--- src/design/tcmu_pkg.sv ---
// Purpose: Constants, mode codes and helpers of the timer compare match unit
// Assumes: Word-wide AHB-Lite register map, four compare channels
// Notes: Offsets are byte addresses on the register bus
package tcmu_pkg;

  localparam logic [3:0] MODE_OFF    = 4'h0;
  localparam logic [3:0] MODE_TOGGLE = 4'h2;
  localparam logic [3:0] MODE_SET    = 4'h8;
  localparam logic [3:0] MODE_CLEAR  = 4'h9;
  localparam logic [3:0] MODE_SWINT  = 4'hA;
  localparam logic [3:0] MODE_TRIG   = 4'hB;

  // Register byte offsets
  localparam logic [7:0] OFS_CTRL_BASE = 8'h00;  // Control of channel i at 4*i
  localparam logic [7:0] OFS_CMP_BASE  = 8'h10;  // Low byte at 8*i, high byte 4 above
  localparam logic [7:0] OFS_TMR_LO    = 8'h30;
  localparam logic [7:0] OFS_TMR_HI    = 8'h34;
  localparam logic [7:0] OFS_TCFG      = 8'h38;
  localparam logic [7:0] OFS_FLAGS     = 8'h3C;

  // Field positions
  localparam int TCFG_RUN_BIT = 0;
  localparam int TCFG_EXT_BIT = 1;
  localparam int TCFG_ADC_BIT = 2;
  localparam int FLAG_OVF_BIT = 4;

  // Sizes and counts
  localparam int         NUM_CHAN  = 4;
  localparam int         TRIG_CHAN = 3;
  localparam logic [1:0] DIV_LAST  = 2'h3;  // Instruction clock is sys_clk over four

  // Values after reset
  localparam logic [7:0]  CTRL_RST = 8'h00;
  localparam logic [15:0] CMP_RST  = 16'hFFFF;
  localparam logic [15:0] TMR_RST  = 16'h0000;
  localparam logic [7:0]  TCFG_RST = 8'h00;
  localparam logic [4:0]  FLAG_RST = 5'h00;

  // Mode acts on a match
  function automatic logic tcmu_is_compare(input logic [3:0] mode);
    return (mode == MODE_TOGGLE) || (mode == MODE_SET) || (mode == MODE_CLEAR) ||
           (mode == MODE_SWINT) || (mode == MODE_TRIG);
  endfunction

  // Mode owns the pin
  function automatic logic tcmu_drives_pin(input logic [3:0] mode);
    return (mode == MODE_TOGGLE) || (mode == MODE_SET) || (mode == MODE_CLEAR);
  endfunction

endpackage

--- src/design/tcmu_chan_if.sv ---
// Purpose: Carries one channel's signals between the top and the channel
// Assumes: Single clock domain
// Notes: No clocking block
`timescale 1ns/1ps
`default_nettype none
interface tcmu_chan_if;
  logic [15:0] timer_count;
  logic [3:0]  mode;
  logic [15:0] cmp_value;
  logic        ctrl_cleared;
  logic        equal;
  logic        match_evt;
  logic        pin_level;
  logic        pin_oe;
  logic        trig_evt;

  modport top (output timer_count, mode, cmp_value, ctrl_cleared,
               input equal, match_evt, pin_level, pin_oe, trig_evt);
  modport chan (input timer_count, mode, cmp_value, ctrl_cleared,
                output equal, match_evt, pin_level, pin_oe, trig_evt);
endinterface
`default_nettype wire

--- src/design/tcmu_channel.sv ---
// Purpose: One compare channel: equality, match action and output latch
// Assumes: Timer and registers held by the top
// Notes: Outputs are combinational, the top registers them
`timescale 1ns/1ps
`default_nettype none
module tcmu_channel #(
  parameter int CHAN_IDX = 0
) (
  // Clock and reset
  input wire logic clk_in,
  input wire logic rst_n_in,
  // Channel signals
  tcmu_chan_if.chan cif
);
  import tcmu_pkg::*;

  logic eq_prev_reg;
  logic eq_prev_next;
  logic latch_reg;
  logic latch_next;

  assign cif.equal = (cif.timer_count == cif.cmp_value);
  // Match counts once when equality begins
  assign cif.match_evt = cif.equal && !eq_prev_reg && tcmu_is_compare(cif.mode);
  assign cif.trig_evt = (CHAN_IDX == TRIG_CHAN) && cif.match_evt && (cif.mode == MODE_TRIG);
  assign cif.pin_oe = tcmu_drives_pin(cif.mode);
  // Pin takes the latch's next value so it moves at the same edge as the flag
  assign cif.pin_level = latch_next;

  // Next state of the latch
  always_comb begin
    eq_prev_next = cif.equal;
    latch_next = latch_reg;
    if (cif.ctrl_cleared) begin
      latch_next = 1'b0;
    end else if (cif.match_evt) begin
      case (cif.mode)
        MODE_TOGGLE: latch_next = ~latch_reg;
        MODE_SET:    latch_next = 1'b1;
        MODE_CLEAR:  latch_next = 1'b0;
        default:     latch_next = latch_reg;
      endcase
    end
  end

  // Register the latch
  always_ff @(posedge clk_in or negedge rst_n_in) begin
    if (!rst_n_in) begin
      eq_prev_reg <= 1'b0;
      latch_reg <= 1'b0;
    end else begin
      eq_prev_reg <= eq_prev_next;
      latch_reg <= latch_next;
    end
  end

  // Checks on the channel
  chk_toggle_action: assert property (
    @(posedge clk_in) disable iff (!rst_n_in)
    cif.match_evt && !cif.ctrl_cleared && cif.mode == MODE_TOGGLE
    |=> latch_reg != $past(latch_reg))
    else $error("toggle match did not flip the latch");
  chk_set_clear: assert property (
    @(posedge clk_in) disable iff (!rst_n_in)
    cif.match_evt && !cif.ctrl_cleared && (cif.mode == MODE_SET || cif.mode == MODE_CLEAR)
    |=> latch_reg == ($past(cif.mode) == MODE_SET))
    else $error("set or clear match gave wrong level");
  chk_zero_ctrl: assert property (
    @(posedge clk_in) disable iff (!rst_n_in)
    cif.ctrl_cleared |=> !latch_reg)
    else $error("latch not low after control cleared");
  chk_no_pin_swint: assert property (
    @(posedge clk_in) disable iff (!rst_n_in)
    (cif.mode == MODE_SWINT || cif.mode == MODE_TRIG) |-> !cif.pin_oe)
    else $error("pin driven in interrupt or trigger mode");
  chk_trig_fourth: assert property (
    @(posedge clk_in) disable iff (!rst_n_in)
    cif.trig_evt |-> CHAN_IDX == TRIG_CHAN && cif.timer_count == cif.cmp_value)
    else $error("trigger from wrong channel or without match");
  cov_toggle: cover property (@(posedge clk_in) disable iff (!rst_n_in)
    cif.match_evt && cif.mode == MODE_TOGGLE);
endmodule // tcmu_channel
`default_nettype wire

--- src/design/timer_compare_match_unit.sv ---
// Purpose: Four compare channels, shared 16-bit timer and AHB-Lite registers
// Assumes: Single word transfers, response always OKAY
// Notes: Reads take one wait state, writes none
//
// Design decisions made here: the address map and register access over AHB-Lite.
`timescale 1ns/1ps
`default_nettype none
module timer_compare_match_unit (
  // Clock and reset
  input  wire logic        sys_clk_in,
  input  wire logic        rst_n_in,
  // AHB-Lite slave
  input  wire logic        hsel_in,
  input  wire logic [31:0] haddr_in,
  input  wire logic [1:0]  htrans_in,
  input  wire logic        hwrite_in,
  input  wire logic [2:0]  hsize_in,
  input  wire logic [31:0] hwdata_in,
  input  wire logic        hready_in,
  output logic      [31:0] hrdata_out,
  output logic             hreadyout_out,
  output logic             hresp_out,
  // External timer clock pin
  input  wire logic        timer_clk_in,
  // Module output pins
  output logic      [3:0]  pin_out,
  output logic      [3:0]  pin_oe_out,
  // Trigger to timer owner and converter
  output logic             special_event_out,
  output logic             adc_start_out
);
  import tcmu_pkg::*;

  // Reset synchroniser
  logic rst_meta_reg;
  logic rst_n;

  always_ff @(posedge sys_clk_in or negedge rst_n_in) begin
    if (!rst_n_in) begin
      rst_meta_reg <= 1'b0;
      rst_n <= 1'b0;
    end else begin
      rst_meta_reg <= 1'b1;
      rst_n <= rst_meta_reg;
    end
  end

  // Bus state
  logic        wr_pend_reg;
  logic        wr_pend_next;
  logic        rd_pend_reg;
  logic        rd_pend_next;
  logic [7:0]  addr_reg;
  logic [7:0]  addr_next;
  logic [31:0] hrdata_next;
  logic        hready_next;
  logic        accept;

  // Register state
  logic [7:0]  ctrl_reg  [NUM_CHAN];
  logic [7:0]  ctrl_next [NUM_CHAN];
  logic [15:0] cmp_reg   [NUM_CHAN];
  logic [15:0] cmp_next  [NUM_CHAN];
  logic [15:0] tmr_reg;
  logic [15:0] tmr_next;
  logic [7:0]  tcfg_reg;
  logic [7:0]  tcfg_next;
  logic [4:0]  flags_reg;
  logic [4:0]  flags_next;
  logic        pend_reg;
  logic        pend_next;
  logic [1:0]  div_reg;
  logic [1:0]  div_next;

  // Pin synchroniser
  logic        tclk_s1_reg;
  logic        tclk_s2_reg;
  logic        tclk_s3_reg;
  logic        tclk_lvl_reg;

  // Output registers
  logic [3:0]  pin_next;
  logic [3:0]  pin_oe_next;
  logic        sevt_next;
  logic        adc_next;

  // Channel wiring
  logic [NUM_CHAN-1:0] chan_eq;
  logic [NUM_CHAN-1:0] chan_match;
  logic [NUM_CHAN-1:0] chan_lvl;
  logic [NUM_CHAN-1:0] chan_oe;
  logic [NUM_CHAN-1:0] chan_trig;
  logic [NUM_CHAN-1:0] ctrl_zero_wr;
  logic                trig_evt;
  logic                tick;
  logic                tclk_rise;
  logic                wr_en;
  logic                trig_reset;

  tcmu_chan_if cif [NUM_CHAN] ();

  genvar g;
  generate
    for (g = 0; g < NUM_CHAN; g++) begin : gen_chan
      assign cif[g].timer_count = tmr_reg;
      assign cif[g].mode = ctrl_reg[g][3:0];
      assign cif[g].cmp_value = cmp_reg[g];
      assign cif[g].ctrl_cleared = ctrl_zero_wr[g];
      assign chan_eq[g] = cif[g].equal;
      assign chan_match[g] = cif[g].match_evt;
      assign chan_lvl[g] = cif[g].pin_level;
      assign chan_oe[g] = cif[g].pin_oe;
      assign chan_trig[g] = cif[g].trig_evt;
      tcmu_channel #(
        .CHAN_IDX (g)
      ) u_chan (
        .clk_in   (sys_clk_in),
        .rst_n_in (rst_n),
        .cif      (cif[g])
      );
    end
  endgenerate

  assign trig_evt = |chan_trig;
  assign wr_en = wr_pend_reg;

  // external timer clock passes three flops
  always_ff @(posedge sys_clk_in or negedge rst_n) begin
    if (!rst_n) begin
      tclk_s1_reg <= 1'b0;
      tclk_s2_reg <= 1'b0;
      tclk_s3_reg <= 1'b0;
      tclk_lvl_reg <= 1'b0;
    end else begin
      tclk_s1_reg <= timer_clk_in;
      tclk_s2_reg <= tclk_s1_reg;
      tclk_s3_reg <= tclk_s2_reg;
      if (tclk_s2_reg == tclk_s3_reg) begin
        tclk_lvl_reg <= tclk_s2_reg;
      end
    end
  end

  // tick from sys_clk over four or the pin
  assign tclk_rise = (tclk_s2_reg == tclk_s3_reg) && tclk_s2_reg && !tclk_lvl_reg;
  assign tick = tcfg_reg[TCFG_RUN_BIT] &&
                (tcfg_reg[TCFG_EXT_BIT] ? tclk_rise : (div_reg == DIV_LAST));
  // reset only if match still holds
  assign trig_reset = tick && pend_reg && chan_eq[TRIG_CHAN];

  // Bus address phase and read data
  always_comb begin
    accept = hsel_in && hready_in && htrans_in[1];
    wr_pend_next = accept && hwrite_in;
    rd_pend_next = accept && !hwrite_in;
    addr_next = accept ? haddr_in[7:0] : addr_reg;
    hready_next = !(accept && !hwrite_in);
    hrdata_next = hrdata_out;
    if (rd_pend_reg) begin
      hrdata_next = 32'h0000_0000;
      for (int i = 0; i < NUM_CHAN; i++) begin
        if (addr_reg == OFS_CTRL_BASE + 8'(4 * i)) hrdata_next[7:0] = ctrl_reg[i];
        if (addr_reg == OFS_CMP_BASE + 8'(8 * i)) hrdata_next[7:0] = cmp_reg[i][7:0];
        if (addr_reg == OFS_CMP_BASE + 8'(8 * i + 4)) hrdata_next[7:0] = cmp_reg[i][15:8];
      end
      if (addr_reg == OFS_TMR_LO) hrdata_next[7:0] = tmr_reg[7:0];
      if (addr_reg == OFS_TMR_HI) hrdata_next[7:0] = tmr_reg[15:8];
      if (addr_reg == OFS_TCFG) hrdata_next[7:0] = tcfg_reg;
      if (addr_reg == OFS_FLAGS) hrdata_next[4:0] = flags_reg;
    end
  end

  // Register writes, timer and flags
  always_comb begin
    tcfg_next = tcfg_reg;
    div_next = div_reg + 2'h1;
    tmr_next = tmr_reg;
    flags_next = flags_reg;
    pend_next = pend_reg;
    for (int i = 0; i < NUM_CHAN; i++) begin
      ctrl_next[i] = ctrl_reg[i];
      cmp_next[i] = cmp_reg[i];
      ctrl_zero_wr[i] = 1'b0;
      if (wr_en && addr_reg == OFS_CTRL_BASE + 8'(4 * i)) begin
        ctrl_next[i] = hwdata_in[7:0];
        ctrl_zero_wr[i] = (hwdata_in[7:0] == 8'h00);
      end
      if (wr_en && addr_reg == OFS_CMP_BASE + 8'(8 * i)) cmp_next[i][7:0] = hwdata_in[7:0];
      if (wr_en && addr_reg == OFS_CMP_BASE + 8'(8 * i + 4)) cmp_next[i][15:8] = hwdata_in[7:0];
    end
    // Software clears flags by writing one
    if (wr_en && addr_reg == OFS_FLAGS) flags_next = flags_reg & ~hwdata_in[4:0];
    if (wr_en && addr_reg == OFS_TCFG) tcfg_next = hwdata_in[7:0];
    if (trig_reset) begin
      tmr_next = TMR_RST;
    end else if (tick) begin
      tmr_next = tmr_reg + 16'h0001;
      // only a roll over sets overflow
      if (tmr_reg == 16'hFFFF) flags_next[FLAG_OVF_BIT] = 1'b1;
    end
    if (wr_en && addr_reg == OFS_TMR_LO) tmr_next[7:0] = hwdata_in[7:0];
    if (wr_en && addr_reg == OFS_TMR_HI) tmr_next[15:8] = hwdata_in[7:0];
    // flag with the action, set wins over clear
    flags_next[NUM_CHAN-1:0] = flags_next[NUM_CHAN-1:0] | chan_match;
    if (trig_evt) begin
      pend_next = 1'b1;
    end else if (tick) begin
      pend_next = 1'b0;
    end
  end

  // Pin values and enables from channels
  always_comb begin
    pin_next = chan_lvl;
    pin_oe_next = chan_oe;
    sevt_next = trig_evt;
    adc_next = trig_evt && tcfg_reg[TCFG_ADC_BIT];
  end

  always_ff @(posedge sys_clk_in or negedge rst_n) begin
    if (!rst_n) begin
      wr_pend_reg <= 1'b0;
      rd_pend_reg <= 1'b0;
      addr_reg <= 8'h00;
      hrdata_out <= 32'h0000_0000;
      hreadyout_out <= 1'b1;
      hresp_out <= 1'b0;
      for (int i = 0; i < NUM_CHAN; i++) begin
        ctrl_reg[i] <= CTRL_RST;
        cmp_reg[i] <= CMP_RST;
      end
      tmr_reg <= TMR_RST;
      tcfg_reg <= TCFG_RST;
      flags_reg <= FLAG_RST;
      pend_reg <= 1'b0;
      div_reg <= 2'h0;
      pin_out <= 4'h0;
      pin_oe_out <= 4'h0;
      special_event_out <= 1'b0;
      adc_start_out <= 1'b0;
    end else begin
      wr_pend_reg <= wr_pend_next;
      rd_pend_reg <= rd_pend_next;
      addr_reg <= addr_next;
      hrdata_out <= hrdata_next;
      hreadyout_out <= hready_next;
      hresp_out <= 1'b0;
      for (int i = 0; i < NUM_CHAN; i++) begin
        ctrl_reg[i] <= ctrl_next[i];
        cmp_reg[i] <= cmp_next[i];
      end
      tmr_reg <= tmr_next;
      tcfg_reg <= tcfg_next;
      flags_reg <= flags_next;
      pend_reg <= pend_next;
      div_reg <= div_next;
      pin_out <= pin_next;
      pin_oe_out <= pin_oe_next;
      special_event_out <= sevt_next;
      adc_start_out <= adc_next;
    end
  end

  // Checks on the top
  chk_flag_with_match: assert property (
    @(posedge sys_clk_in) disable iff (!rst_n)
    chan_match[0] |=> flags_reg[0])
    else $error("match flag not set with action");
  chk_trig_pulse_out: assert property (
    @(posedge sys_clk_in) disable iff (!rst_n)
    trig_evt |=> special_event_out ##1 !special_event_out)
    else $error("trigger output not a one cycle pulse");
  chk_trig_clears_tmr: assert property (
    @(posedge sys_clk_in) disable iff (!rst_n)
    trig_reset && !wr_en |=> tmr_reg == 16'h0000)
    else $error("timer not cleared by trigger");
  chk_no_ovf_on_trig: assert property (
    @(posedge sys_clk_in) disable iff (!rst_n)
    trig_reset && !flags_reg[FLAG_OVF_BIT] |=> !flags_reg[FLAG_OVF_BIT])
    else $error("trigger reset set overflow flag");
  chk_skip_lost_match: assert property (
    @(posedge sys_clk_in) disable iff (!rst_n)
    tick && pend_reg && !chan_eq[TRIG_CHAN] && !wr_en
    |=> tmr_reg == $past(tmr_reg) + 16'h0001)
    else $error("timer reset taken without match");
  chk_adc_gated: assert property (
    @(posedge sys_clk_in) disable iff (!rst_n)
    adc_start_out |-> special_event_out && $past(tcfg_reg[TCFG_ADC_BIT]))
    else $error("conversion start without enabled trigger");
  chk_ovf_on_wrap: assert property (
    @(posedge sys_clk_in) disable iff (!rst_n)
    tick && !trig_reset && tmr_reg == 16'hFFFF |=> flags_reg[FLAG_OVF_BIT])
    else $error("counting wrap did not set overflow flag");
  chk_read_wait: assert property (
    @(posedge sys_clk_in) disable iff (!rst_n)
    rd_pend_reg |-> !hreadyout_out ##1 hreadyout_out)
    else $error("read data phase not one wait state");
  cov_trig_reset: cover property (@(posedge sys_clk_in) disable iff (!rst_n) trig_reset);
  cov_skip: cover property (@(posedge sys_clk_in) disable iff (!rst_n)
    tick && pend_reg && !chan_eq[TRIG_CHAN]);
  cov_overflow: cover property (@(posedge sys_clk_in) disable iff (!rst_n)
    tick && tmr_reg == 16'hFFFF && !trig_reset);
endmodule // timer_compare_match_unit
`default_nettype wire

--- config.mk ---
export PLATFORM = sky130hd
export DESIGN_NAME = timer_compare_match_unit
export DESIGN_NICKNAME = d
export VERILOG_FILES = /design/src/design/tcmu_pkg.sv /design/src/design/tcmu_chan_if.sv /design/src/design/tcmu_channel.sv /design/src/design/timer_compare_match_unit.sv
export SDC_FILE = /design/constraint.sdc
export NUM_CORES = 1
export LEC_CHECK = 0
export ABC_AREA = 1
export BUFFER_PORTS_ARGS = -buffer_cell sky130_fd_sc_hd__buf_2
export CAP_MARGIN = 10
export CORE_MARGIN = 10
export CORE_UTILIZATION = 50
export DETAILED_ROUTE_END_ITERATION = 12
export GPL_TIMING_DRIVEN = 0
export HOLD_SLACK_MARGIN = 0.03
export PLACE_DENSITY = 0.71
export REMOVE_ABC_BUFFERS = 1
export SYNTH_ARGS = -nofsm -noshare
export SYNTH_HDL_FRONTEND = slang
export SYNTH_SLANG_ARGS = --single-unit
--- constraint.sdc ---
create_clock -name sys_clk_in -period 6.75 [get_ports sys_clk_in]
set_clock_uncertainty 0.15 [all_clocks]
set_input_delay 0.675 -clock sys_clk_in [delete_from_list [all_inputs] [get_ports sys_clk_in]]
set_output_delay 0.675 -clock sys_clk_in [all_outputs]
set_load 0.02 [all_outputs]
==> flow_summary.ini <==
[yosys]
synthTopCellsByArea = dfrtp_1, dfstp_2, nand2_1, o21ai_0, inv_1
ys_seq_area_share_pct = 47.65
synth-edff-count = 0
synthesis.area_um2 = 8941
synth.top_cell.area_share_pct = 28.55
synthCells = 1124
syn_area_per_cell_um2 = 7.955
ys_warn_count = 0
yosysUniqueCellTypes = 46
ys.flop_type = dfrtp_1
synthArstFlopShare_pct = 100.0
synth_top_area_cell = dfrtp_1
ys_ff_latch = 167

[die]
core_um2 = 17420
start_util_pct = 51.34
die_y_um = 153.7
die_area_um2 = 23630
io_pins = 119
die_w_um = 153.7
num_rows = 48

[finish]
drive_gt1_share_pct = 16.49
instances_no_fill = 1377
fin_util_pct = 56.24
layout.nets = 1217
largest_reg_flops = 64
final_common_cell = nand2_1
diodes = 0
n_fill_cell = 1656
final_area_um2 = 9796
layout_common_cells = nand2_1, o21ai_0, dfrtp_1
syn2layout_area_growth_pct = 9.558

[clocking]
cts_buffers = 17
cts_root_buf = clkbuf_16
cts.clk_slew.worst_paths_ps = 70
hold_buffers = 1
postCtsSetupBuffers = 0
cts-htree-levels = 4
clk_latency_ps = 440
cts_tree = yes
cts_resized = 0
clockBufferDepth = 2
cts_sinks = 167

[sta]
fmax_ghz = 0.3835
holdWs_ps = 189.1
layout_worst_path_cycle_share_pct = 38.63
layout_min_cycle_time_ps = 2608
tightest_slew_ps = 925.7
setup_viol = 0
rsz0062_at_grt = false
relSlewSlack_pct = 38.22
hold_violations = 0
maxSlewViolCount = 0

[route]
num_vias = 7606
ant_nets = 0
dr.pass1.iters = 5
routed_wl_mm = 26.19
routedWlPerCell_um = 19.02
vias_per_cell = 5.524
first_iter_violations = 837
remaining_drc_errors = 0

[setup_path]
crit_family = simple AND/OR/NAND/NOR gates
required_ps = 6970
critPathKind = reg2reg
crit_chain = nor2_2 > nand2_1 > nor2_2 > a21oi_1 > nand4_1 > nand2_1 > nand4_1 > nor2_1 > nand4_1 > nor2_1 > nor2_1
cp-end-kind = flop
cp_slowest_cell = nor2_2
crit_fanout = 16
start_kind = flop
cp_slowest_stage_delay_ps = 640
path_buf_inv = 0
cp.arrival_ps = 2830

[power]
p_per_area_nw_per_um2 = 274.3
p_sw_uw = 853.4
pwr-share-clk_pct = 39.9
ir_worst_vdd_uv = 197.7
internal_power_uw = 1833
p_seq_share_pct = 45.8
total_power_uw = 2687
p_sw_share_pct = 31.77
comb_power_share_pct = 14.3
power_leakage_uw = 0.004902

[global_route]
antenna_found_initial = 0
grt_overflow = 0
grt_usage_pct = 22.05
grt_pass1_vias = 7304
grt_max_degree = 70
grt_first_pass_wirelength_mm = 41.39

[status]
outcome = completed

[place]
place.gp.congestion = 0.9632
io_buffers = 41
dp_cells = 1344
post_dp_cell_area_um2 = 9146
hpwl_mm = 18.70

[worst_hold_path]
hp-class = in2reg

[run]
cap_viol_max_count = 0
layout make-up:
| class | count | area, um^2 | share of cell area [%] |
|---|---|---|---|
| inverter | 115 | 436.7 | 4.458 |
| clock buffer | 17 | 425.4 | 4.343 |
| tap | 225 | 281.5 | 2.874 |
| timing repair buffer | 44 | 270.3 | 2.759 |
| clock inverter | 15 | 214.0 | 2.184 |
| sequential | 167 | 4264 | 43.53 |
| multi-input combinational | 794 | 3904 | 39.85 |
power groups by stage:
stage / registers, uW / logic [uW] / clock network [uW]
after floorplan: 1190 / 268 / 0
after global placement: 1250 / 352 / 0
after detailed placement: 1240 / 378 / 0
after CTS: 1220 / 381 / 1080
after global routing: 1230 / 426 / 1130
final: 1230 / 384 / 1070
cells in the mapped netlist (all sizes together) (6+ instances only):
cell type / count
or2: 6
inv: 115
o22ai: 12
xor2: 40
o21ai: 126
nand3: 38
buf: 50
xnor2: 9
nor4: 11
dfrtp: 102
o21bai: 9
dfstp: 65
clkbuf: 22
nand2: 304
nor2: 114
a21oi: 26
nand4: 37
nor3: 13
stage by stage:
step / setup TNS [ps] / worst slack, ps
final: 0 / 4142
after global routing: 0 / 3986
after CTS: 0 / 4213
after detailed placement: 0 / 3981
after global placement: -22610 / -240.2
after floorplan: 0 / 1716
worst paths after layout:
path | startpoint | end | cells after the start | slack [ps]
max | addr_reg[1] | hrdata_out[3] | 11 | 4140
min | timer_clk_in | tclk_s1_reg | 1 | 190
max reg2reg | addr_reg[1] | hrdata_out[3] | 11 | 4140
min reg2reg | rst_n | gen_chan[0].u_chan.eq_prev_reg | 0 | 200
max in group asynchronous | rst_n | cif[3].cmp_value[10] | 2 | 5130
min in group asynchronous | rst_n | gen_chan[0].u_chan.eq_prev_reg | 0 | 200
metal layers:
layer,vias to the layer above,part of all wire (%),global-route usage [%]
met5,-,0,0
met3,48,8.7,5.105
met2,327,45,33.64
met4,0,2.5,7.467
li1,3617,-,-
met1,3614,44,30.19
cell families after synthesis:
group / synth area share [%]
other: 0.08399
multiplexers: 0.1120
flip-flops: 47.65
AND/OR/NAND/NOR: 25.59
buffers and inverters: 9.698
AO/OA/AOI/OAI: 11.64
adder cells (fa/ha/maj): 0.4199
XOR/XNOR: 4.800
Note: power is estimated with default switching activity, not from simulation.
